File: src/tas_pkg.sv
// shared constants and types for the test access switch
package tas_pkg;

  // ---------------------------------------------------------------
  // widths
  // ---------------------------------------------------------------
  localparam int unsigned DATA_W = 8;
  localparam int unsigned USER_W = 4;
  localparam int unsigned PORT_W = 8;
  localparam int unsigned LFSR_W = 15;

  // ---------------------------------------------------------------
  // signal codes and reset values
  // ---------------------------------------------------------------
  // idle code value is arbitrary
  localparam logic [DATA_W-1:0] IDLE_CODE = 8'h17;
  localparam logic [DATA_W-1:0] AIS_CODE = 8'hff;
  localparam logic [DATA_W-1:0] DATA_RST = 8'h00;
  localparam logic [LFSR_W-1:0] LFSR_SEED = 15'h7fff;
  localparam logic [PORT_W-1:0] PORT_RST = 8'h00;
  localparam logic [PORT_W-1:0] PORT_PAIR_STEP = 8'h01;
  localparam logic [USER_W-1:0] USER_RST = 4'h0;

  // ---------------------------------------------------------------
  // enumerations
  // ---------------------------------------------------------------
  typedef enum logic [1:0] {
    ST_IDLE   = 2'b00,
    ST_ACTIVE = 2'b01
  } tas_state_t;

  typedef enum logic [2:0] {
    MODE_NONE                     = 3'h0,
    MODE_SPLIT_SECOND_END_MODE    = 3'h1,
    MODE_SPLIT_BOTH_ENDS_MODE     = 3'h2,
    MODE_LOOPBACK_FIRST_END_MODE  = 3'h3,
    MODE_LOOPBACK_SECOND_END_MODE = 3'h4
  } tas_mode_t;

  typedef enum logic [1:0] {
    OP_CREATE                  = 2'h0,
    OP_REMOVE_TEST_SESSION_CMD = 2'h1,
    OP_RELEASE_LOOPBACK_CMD    = 2'h2
  } tas_op_t;

  typedef enum logic [1:0] {
    RATE_DS1  = 2'h0,
    RATE_VT15 = 2'h1,
    RATE_STS1 = 2'h2
  } tas_rate_t;

  typedef enum logic [1:0] {
    CONN_IDLE    = 2'h0,
    CONN_ONE_WAY = 2'h1,
    CONN_TWO_WAY = 2'h2
  } tas_conn_t;

  typedef enum logic [1:0] {
    PACK_DS1                  = 2'h0,
    PACK_DS3                  = 2'h1,
    PACK_SONET_INTERFACE_PACK = 2'h2
  } tas_pack_t;

  typedef enum logic [1:0] {
    SUB_PATTERN = 2'h0,
    SUB_IDLE    = 2'h1,
    SUB_AIS     = 2'h2
  } tas_sub_t;

  // a port may carry this rate only on a suitable pack
  function automatic logic tas_pack_ok(tas_rate_t r, tas_pack_t p);
    tas_pack_ok = (r == RATE_DS1) || (p == PACK_SONET_INTERFACE_PACK);
  endfunction

endpackage

File: src/tas_sub_if.sv
// substitute signal carrier between switch and generator
`timescale 1ns/1ps
`default_nettype none
interface tas_sub_if;
  import tas_pkg::*;
  tas_sub_t sel;
  logic [DATA_W-1:0] word;
  modport gen (input sel, output word);
  modport use_side (output sel, input word);
endinterface
`default_nettype wire

File: src/tas_sub_gen.sv
// test pattern, idle and ais word generator
`timescale 1ns/1ps
`default_nettype none
module tas_sub_gen
  import tas_pkg::*;
(
  // clock and reset
  input wire logic clk_i,
  input wire logic arst_n_i,
  // substitute word
  tas_sub_if.gen sub
);

  typedef struct packed {
    logic [LFSR_W-1:0] lfsr;
    logic [DATA_W-1:0] word;
  } tas_gen_t;

  tas_gen_t g_q;
  tas_gen_t g_d;
  logic [LFSR_W-1:0] nxt;

  // ---------------------------------------------------------------
  // pseudo-random source, eight bits per clock
  // ---------------------------------------------------------------
  always_comb begin
    g_d = g_q;
    nxt = g_q.lfsr;
    for (int i = 0; i < DATA_W; i++) begin
      nxt = {nxt[LFSR_W-2:0], nxt[LFSR_W-1] ^ nxt[LFSR_W-2]};
    end
    g_d.lfsr = nxt;
    case (sub.sel)
      SUB_PATTERN: g_d.word = nxt[DATA_W-1:0];
      SUB_IDLE: g_d.word = IDLE_CODE;
      SUB_AIS: g_d.word = AIS_CODE;
      default: g_d.word = IDLE_CODE;
    endcase
  end

  always_ff @(posedge clk_i or negedge arst_n_i) begin
    if (!arst_n_i) begin
      g_q <= '{lfsr: LFSR_SEED, word: IDLE_CODE};
    end else begin
      g_q <= g_d;
    end
  end

  assign sub.word = g_q.word;

endmodule
`default_nettype wire

File: src/tas_switch.sv
// test access split and loopback switch for one cross-connection
`timescale 1ns/1ps
`default_nettype none
module tas_switch
  import tas_pkg::*;
(
  // clock and reset
  input wire logic clk_i,
  input wire logic arst_n_i,
  // session command
  input wire logic cmd_valid_i,
  input wire tas_op_t cmd_op_i,
  input wire tas_mode_t cmd_mode_i,
  input wire tas_rate_t cmd_rate_i,
  input wire logic cmd_link_assoc_i,
  input wire logic [USER_W-1:0] cmd_user_i,
  input wire logic [PORT_W-1:0] cmd_test_port_i,
  output logic cmd_ack_o,
  output logic cmd_reject_o,
  // user log-off
  input wire logic logoff_valid_i,
  input wire logic [USER_W-1:0] logoff_user_i,
  // provisioning of the tested connection
  input wire tas_conn_t conn_type_i,
  input wire logic second_idle_i,
  input wire tas_pack_t first_pack_i,
  input wire tas_pack_t second_pack_i,
  input wire tas_pack_t test_pack_i,
  input wire logic pattern_src_i,
  // session status
  output logic session_active_o,
  output tas_mode_t session_mode_o,
  output logic [PORT_W-1:0] test_port1_o,
  output logic [PORT_W-1:0] test_port2_o,
  // traffic inputs
  input wire logic [DATA_W-1:0] first_in_i,
  input wire logic [DATA_W-1:0] second_in_i,
  input wire logic [DATA_W-1:0] te1_in_i,
  input wire logic [DATA_W-1:0] te2_in_i,
  // traffic outputs
  output logic [DATA_W-1:0] first_out_o,
  output logic [DATA_W-1:0] second_out_o,
  output logic [DATA_W-1:0] first_bridge_out_o,
  output logic [DATA_W-1:0] second_bridge_out_o,
  output logic [DATA_W-1:0] te1_out_o,
  output logic [DATA_W-1:0] te2_out_o
);

  typedef struct packed {
    tas_state_t st;
    tas_mode_t mode;
    tas_rate_t rate;
    tas_sub_t sub;
    logic link;
    logic [USER_W-1:0] user;
    logic [PORT_W-1:0] port1;
    logic [PORT_W-1:0] port2;
    logic ack;
    logic rej;
    logic [DATA_W-1:0] first_out;
    logic [DATA_W-1:0] second_out;
    logic [DATA_W-1:0] first_br;
    logic [DATA_W-1:0] second_br;
    logic [DATA_W-1:0] te1_out;
    logic [DATA_W-1:0] te2_out;
  } tas_sw_t;

  tas_sw_t s_q;
  tas_sw_t s_d;
  logic active;
  logic legal;
  logic is_loop;
  tas_sub_t sub_kind;

  tas_sub_if sub ();

  tas_sub_gen u_gen (
    .clk_i(clk_i),
    .arst_n_i(arst_n_i),
    .sub(sub)
  );

  // ---------------------------------------------------------------
  // session admission
  // ---------------------------------------------------------------
  always_comb begin
    legal = 1'b1;
    case (cmd_mode_i)
      MODE_SPLIT_SECOND_END_MODE: legal = (conn_type_i == CONN_TWO_WAY);
      MODE_SPLIT_BOTH_ENDS_MODE:
        legal = (conn_type_i == CONN_TWO_WAY) &&
                cmd_test_port_i[0];
      MODE_LOOPBACK_FIRST_END_MODE: legal = 1'b1;
      MODE_LOOPBACK_SECOND_END_MODE: legal = (conn_type_i == CONN_TWO_WAY);
      default: legal = 1'b0;
    endcase
    if (!tas_pack_ok(cmd_rate_i, first_pack_i) ||
        !tas_pack_ok(cmd_rate_i, second_pack_i) ||
        !tas_pack_ok(cmd_rate_i, test_pack_i)) begin
      legal = 1'b0;
    end
  end

  // substitute kind chosen at creation
  always_comb begin
    if (cmd_rate_i != RATE_DS1) begin
      sub_kind = SUB_AIS;
    end else if (pattern_src_i &&
                 first_pack_i != PACK_SONET_INTERFACE_PACK &&
                 second_pack_i != PACK_SONET_INTERFACE_PACK) begin
      sub_kind = SUB_PATTERN;
    end else begin
      sub_kind = SUB_IDLE;
    end
  end

  assign is_loop = (s_q.mode == MODE_LOOPBACK_FIRST_END_MODE) ||
                   (s_q.mode == MODE_LOOPBACK_SECOND_END_MODE);

  // ---------------------------------------------------------------
  // session state and traffic routing
  // ---------------------------------------------------------------
  always_comb begin
    s_d = s_q;
    s_d.ack = 1'b0;
    s_d.rej = 1'b0;
    active = (s_q.st == ST_ACTIVE);
    if (logoff_valid_i && active && s_q.link &&
        logoff_user_i == s_q.user) begin
      active = 1'b0;
    end
    if (cmd_valid_i) begin
      case (cmd_op_i)
        OP_CREATE: begin
          if (active || !legal) begin
            s_d.rej = 1'b1;
          end else begin
            active = 1'b1;
            s_d.ack = 1'b1;
            s_d.mode = cmd_mode_i;
            s_d.rate = cmd_rate_i;
            s_d.sub = sub_kind;
            s_d.link = cmd_link_assoc_i;
            s_d.user = cmd_user_i;
            s_d.port1 = cmd_test_port_i;
            if (cmd_mode_i == MODE_SPLIT_BOTH_ENDS_MODE) begin
              s_d.port2 = cmd_test_port_i + PORT_PAIR_STEP;
            end else begin
              s_d.port2 = PORT_RST;
            end
          end
        end
        OP_REMOVE_TEST_SESSION_CMD: begin
          if (active && !is_loop) begin
            active = 1'b0;
            s_d.ack = 1'b1;
          end else begin
            s_d.rej = 1'b1;
          end
        end
        OP_RELEASE_LOOPBACK_CMD: begin
          if (active && is_loop) begin
            active = 1'b0;
            s_d.ack = 1'b1;
          end else begin
            s_d.rej = 1'b1;
          end
        end
        default: s_d.rej = 1'b1;
      endcase
    end
    if (active) begin
      s_d.st = ST_ACTIVE;
    end else begin
      s_d.st = ST_IDLE;
      s_d.mode = MODE_NONE;
    end

    // normal cross-connection paths
    s_d.second_out = (conn_type_i == CONN_IDLE) ? IDLE_CODE : first_in_i;
    s_d.first_out = (conn_type_i == CONN_TWO_WAY) ? second_in_i : IDLE_CODE;
    s_d.first_br = first_in_i;
    s_d.second_br = second_in_i;
    s_d.te1_out = IDLE_CODE;
    s_d.te2_out = IDLE_CODE;
    if (s_q.st == ST_ACTIVE) begin
      case (s_q.mode)
        MODE_SPLIT_SECOND_END_MODE: begin
          s_d.te1_out = second_in_i;
          s_d.second_out = te1_in_i;
          if (!second_idle_i) begin
            s_d.first_out = sub.word;
            s_d.second_br = sub.word;
          end
        end
        MODE_SPLIT_BOTH_ENDS_MODE: begin
          s_d.te1_out = first_in_i;
          s_d.second_out = te1_in_i;
          s_d.te2_out = second_in_i;
          s_d.first_out = te2_in_i;
        end
        MODE_LOOPBACK_FIRST_END_MODE: begin
          s_d.first_out = first_in_i;
          s_d.te1_out = first_in_i;
          s_d.second_out = sub.word;
          s_d.first_br = sub.word;
        end
        MODE_LOOPBACK_SECOND_END_MODE: begin
          s_d.second_out = second_in_i;
          s_d.te1_out = second_in_i;
          s_d.first_out = sub.word;
          s_d.second_br = sub.word;
        end
        default: s_d.te1_out = IDLE_CODE;
      endcase
    end
  end

  always_ff @(posedge clk_i or negedge arst_n_i) begin
    if (!arst_n_i) begin
      s_q <= '{st: ST_IDLE, mode: MODE_NONE, rate: RATE_DS1,
               sub: SUB_IDLE, link: 1'b0, user: USER_RST,
               port1: PORT_RST, port2: PORT_RST, ack: 1'b0, rej: 1'b0,
               first_out: DATA_RST, second_out: DATA_RST,
               first_br: DATA_RST, second_br: DATA_RST,
               te1_out: DATA_RST, te2_out: DATA_RST};
    end else begin
      s_q <= s_d;
    end
  end

  // ---------------------------------------------------------------
  // outputs
  // ---------------------------------------------------------------
  assign sub.sel = (s_q.st == ST_ACTIVE) ? s_q.sub : SUB_IDLE;
  assign cmd_ack_o = s_q.ack;
  assign cmd_reject_o = s_q.rej;
  assign session_active_o = (s_q.st == ST_ACTIVE);
  assign session_mode_o = s_q.mode;
  assign test_port1_o = s_q.port1;
  assign test_port2_o = s_q.port2;
  assign first_out_o = s_q.first_out;
  assign second_out_o = s_q.second_out;
  assign first_bridge_out_o = s_q.first_br;
  assign second_bridge_out_o = s_q.second_br;
  assign te1_out_o = s_q.te1_out;
  assign te2_out_o = s_q.te2_out;
endmodule
`default_nettype wire

File: config.mk
export PLATFORM = sky130hd
export DESIGN_NAME = tas_switch
export DESIGN_NICKNAME = d
export VERILOG_FILES = /design/src/tas_pkg.sv /design/src/tas_sub_if.sv /design/src/tas_sub_gen.sv /design/src/tas_switch.sv
export SDC_FILE = /design/constraint.sdc
export NUM_CORES = 1
export LEC_CHECK = 0
export BUFFER_PORTS_ARGS = -buffer_cell sky130_fd_sc_hd__buf_2
export CAP_MARGIN = 10
export CORE_MARGIN = 1.5
export CORE_UTILIZATION = 50
export CTS_BUF_LIST = sky130_fd_sc_hd__clkbuf_4
export DETAILED_ROUTE_END_ITERATION = 7
export PLACE_DENSITY = 0.87
export SYNTH_ARGS = -nofsm -noshare
export SYNTH_HDL_FRONTEND = slang
export SYNTH_SLANG_ARGS = --single-unit
File: constraint.sdc
create_clock -name clk_i -period 3.4 [get_ports clk_i]
set_input_delay 0.34 -clock clk_i [delete_from_list [all_inputs] [get_ports clk_i]]
set_output_delay 0.34 -clock clk_i [all_outputs]
set_load 0.01 [all_outputs]
==> impl_metrics.ini <==
[outcome]
outcome = finished, final reports clean

[detailed_routing]
postRouteAntennaNets = 0
routed_wl_mm = 11.2
vias = 3596
wire_per_inst_um = 17.0
drc = 0
drt_iter0_drc = 151
drt_pass1_iterations = 4
avgViaCountPerCell = 5.44

[timing]
final.setup.tns_ns = 0
relSlewSlack = 0.423
period_minus_slack_ns = 2.35
maxSlewViolCount = 0
clock_skew_ns = 0.0224
rsz0062_at_grt = false
hold_viol_final = 0
tightest_slew_ns = 0.863
fin_crit_sh = 0.691
setup_viol = 0
fmax_mhz = 425

[clocking]
clock_latency_ns = 0.44
clk_pin_slew_ns = 0.16
cts_tree = built
clock_path_buffers = 2
clock-sinks = 100
cts_setup_buffers = 0
h-tree-depth = 3
cts_root_buffer = clkbuf_4
numCtsBuffers = 9

[worst_setup_path]
r2r_slack_ns = 1.05
critPathMaxFanout = 22
reg2reg_to = te2_out_o[2]
worstPathRequired_ns = 3.70
critPathLaunchType = flip-flop
cp-end-kind = flip-flop
rr_startpoint = session_mode_o[1]
reg2reg_depth = 3
critPathArrivalTime_ns = 2.65
path_class = reg2reg

[power_and_ir_drop]
switching_power_w = 0.000567
powerDensity_mw_per_mm2 = 383
switching_share = 0.270
clock_power_share = 0.261
pwr-share-comb = 0.129
internal-power_w = 0.00153
peakVddDrop_mv = 0.185
seq_power_share = 0.610
p_leak_nw = 2.54

[logic_synthesis]
synth_fp_nets = 524
async_flop_share = 1.00
yosysWarnings = 0
syn_area_mm2 = 0.00503
synth_top_flop_cell = dfrtp_1
avgSynthCellArea_um2 = 11.1
ys_ff_latch = 100
yosys.cell_types.count = 47
synthCells = 453
synth_edf_count = 0
ys_seq_area_frac = 0.502

[worst_hold_path]
holdCritPathClass = in2reg
hold_path_depth = 2
min_from = cmd_user_i[3]
whs_endpoint = s_q[69]

[die]
die_area_mm2 = 0.0107
boundaryPins = 140
die-height_um = 103
rows = 36
start_util = 0.515
coreArea_mm2 = 0.00977
die_x_um = 103

[finish]
n_fill_cell = 844
fin_area_mm2 = 0.00548
nNetsFinal = 594
antennaDiodeCount = 0
instances_no_fill = 661
multi_input_area_mm2 = 0.00188
drive_above_1_share = 0.438
regArea_mm2 = 0.00253
area_delta_synth_final_pct = 8.83

[grt]
grt_pass1_wl_mm = 17.5
grt_use_total = 0.216
first_global_vias = 3567
antenna_found_initial = 0
grt_max_degree = 96
overflow = 0

[placed_design]
dp_hpwl_mm = 8.23
placed_cells = 643
port-buffer-count = 139
gp_congestion = 0.949
placed_cell_area_mm2 = 0.00532

[job]
cap_violations = 0
[metrics by stage]
stage	power (W)	util	hold WS [ns]	worst slack, ns
4_1_cts	0.00211	0.556	0.0932	1.07
2_1_floorplan	0.00147	-	0.0444	1.45
3_5_place_dp	0.00157	0.545	0.347	0.982
6_report	0.00210	0.560	0.117	1.05
5_1_grt	0.00219	0.560	0.0899	0.772
3_3_place_gp	0.00156	0.545	0.346	1.02
[layout by cell type (no fill, tap or decap), types with 5 or more instances in the layout]
| cell | count |
|---|---|
| and2_1 | 6 |
| clkbuf_4 | 10 |
| nor2b_1 | 8 |
| nand2_1 | 8 |
| nor2_1 | 48 |
| xor2_1 | 14 |
| nand3_1 | 14 |
| dfrtp_1 | 80 |
| o22ai_1 | 8 |
| mux2i_1 | 8 |
| inv_1 | 6 |
| a22oi_1 | 12 |
| mux2_2 | 39 |
| o21ai_0 | 8 |
| buf_2 | 138 |
| buf_4 | 5 |
| nand2b_1 | 12 |
| dfstp_2 | 20 |
| a21oi_1 | 22 |
| mux2_4 | 7 |
[per-layer routing]
| metal | vias to the layer above | track usage | wire length [um] |
|---|---|---|---|
| li1 | 1646 | - | - |
| met1 | 1720 | 0.272 | 4610 |
| met2 | 208 | 0.367 | 5460 |
| met3 | 22 | 0.0370 | 878 |
| met4 | 0 | 0.0936 | 265 |
| met5 | - | 0 | 0 |
[cell type report]
| cell class | instances | area share |
|---|---|---|
| flip-flops and latches | 100 | 0.462 |
| clock inverters | 6 | 0.00731 |
| multi-input cells | 261 | 0.343 |
| well taps | 133 | 0.0304 |
| repair buffers | 145 | 0.140 |
| clock buffers | 10 | 0.0137 |
| inverters | 6 | 0.00411 |
[worst max path at each step]
stage | to | slack [ns] | startpoint
final | te2_out_o[2] | 1.05 | session_mode_o[1]
after CTS | te2_out_o[2] | 1.07 | session_mode_o[1]
after global placement | test_port2_o[1] | 1.02 | second_pack_i[0]
after detailed placement | test_port1_o[7] | 0.98 | second_pack_i[0]
after floorplan | s_q[67] | 1.45 | second_pack_i[0]
after global routing | te2_out_o[1] | 0.77 | session_mode_o[1]
[cell usage after synthesis (all sizes together) (4+ instances only)]
master	number	share of area
dfrtp	80	0.40
nor2	48	0.036
nor3b	4	0.0060
nor2b	8	0.0099
a21oi	22	0.022
clkbuf	9	0.0067
mux2	46	0.11
o22ai	8	0.0099
xor2	14	0.024
mux2i	8	0.016
inv	6	0.0045
nand3	14	0.014
nand2	8	0.0060
a22oi	12	0.018
a211oi	4	0.0060
or3	4	0.0050
and2	6	0.0075
buf	77	0.11
o2bb2ai	4	0.0070
dfstp	20	0.10
o21ai	9	0.0090
nand2b	12	0.015
[flip-flops by register name (all words and copies together) (netlist names), 7 cells and up]
name                 flops
te1_out_o                8
s_q                      8
u_gen.sub.word           8
te2_out_o                8
second_bridge_out_o      8
first_out_o              8
first_bridge_out_o       8
test_port2_o             8
test_port1_o             8
u_gen.g_d                7
second_out_o             8
u_gen.g_q                8
[critical path: stages (launching register included)]
cell and delay [ns]:
dfrtp_1 0.79, nand2b_1 0.45, nor3b_1 0.82, nand2b_1 0.15
[power by group through the flow]
stage	clock, W	sequential (W)	combinational (W)
finish	0.000547	0.00128	0.000272
global route	0.000607	0.00129	0.000299
CTS	0.000563	0.00128	0.000267
detailed placement	0	0.00130	0.000267
global placement	0	0.00130	0.000258
floorplan	0	0.00128	0.000183
[cells by family after synthesis]
| logic type | synth area share |
|---|---|
| XOR/XNOR | 0.0261 |
| multiplexers | 0.124 |
| buffers and inverters | 0.124 |
| AO/OA/AOI/OAI | 0.103 |
| flip-flops | 0.502 |
| AND/OR/NAND/NOR | 0.117 |
| adder cells (fa/ha/maj) | 0.00249 |
[what timing repair did]
| action | 4_1_cts | 5_1_grt |
|---|---|---|
| hold endpoints to repair | 0 | 21 |
| hold buffers | 0 | 1 |
| gates resized for setup | 0 | 0 |
Note: power is estimated with default switching activity, not from simulation.
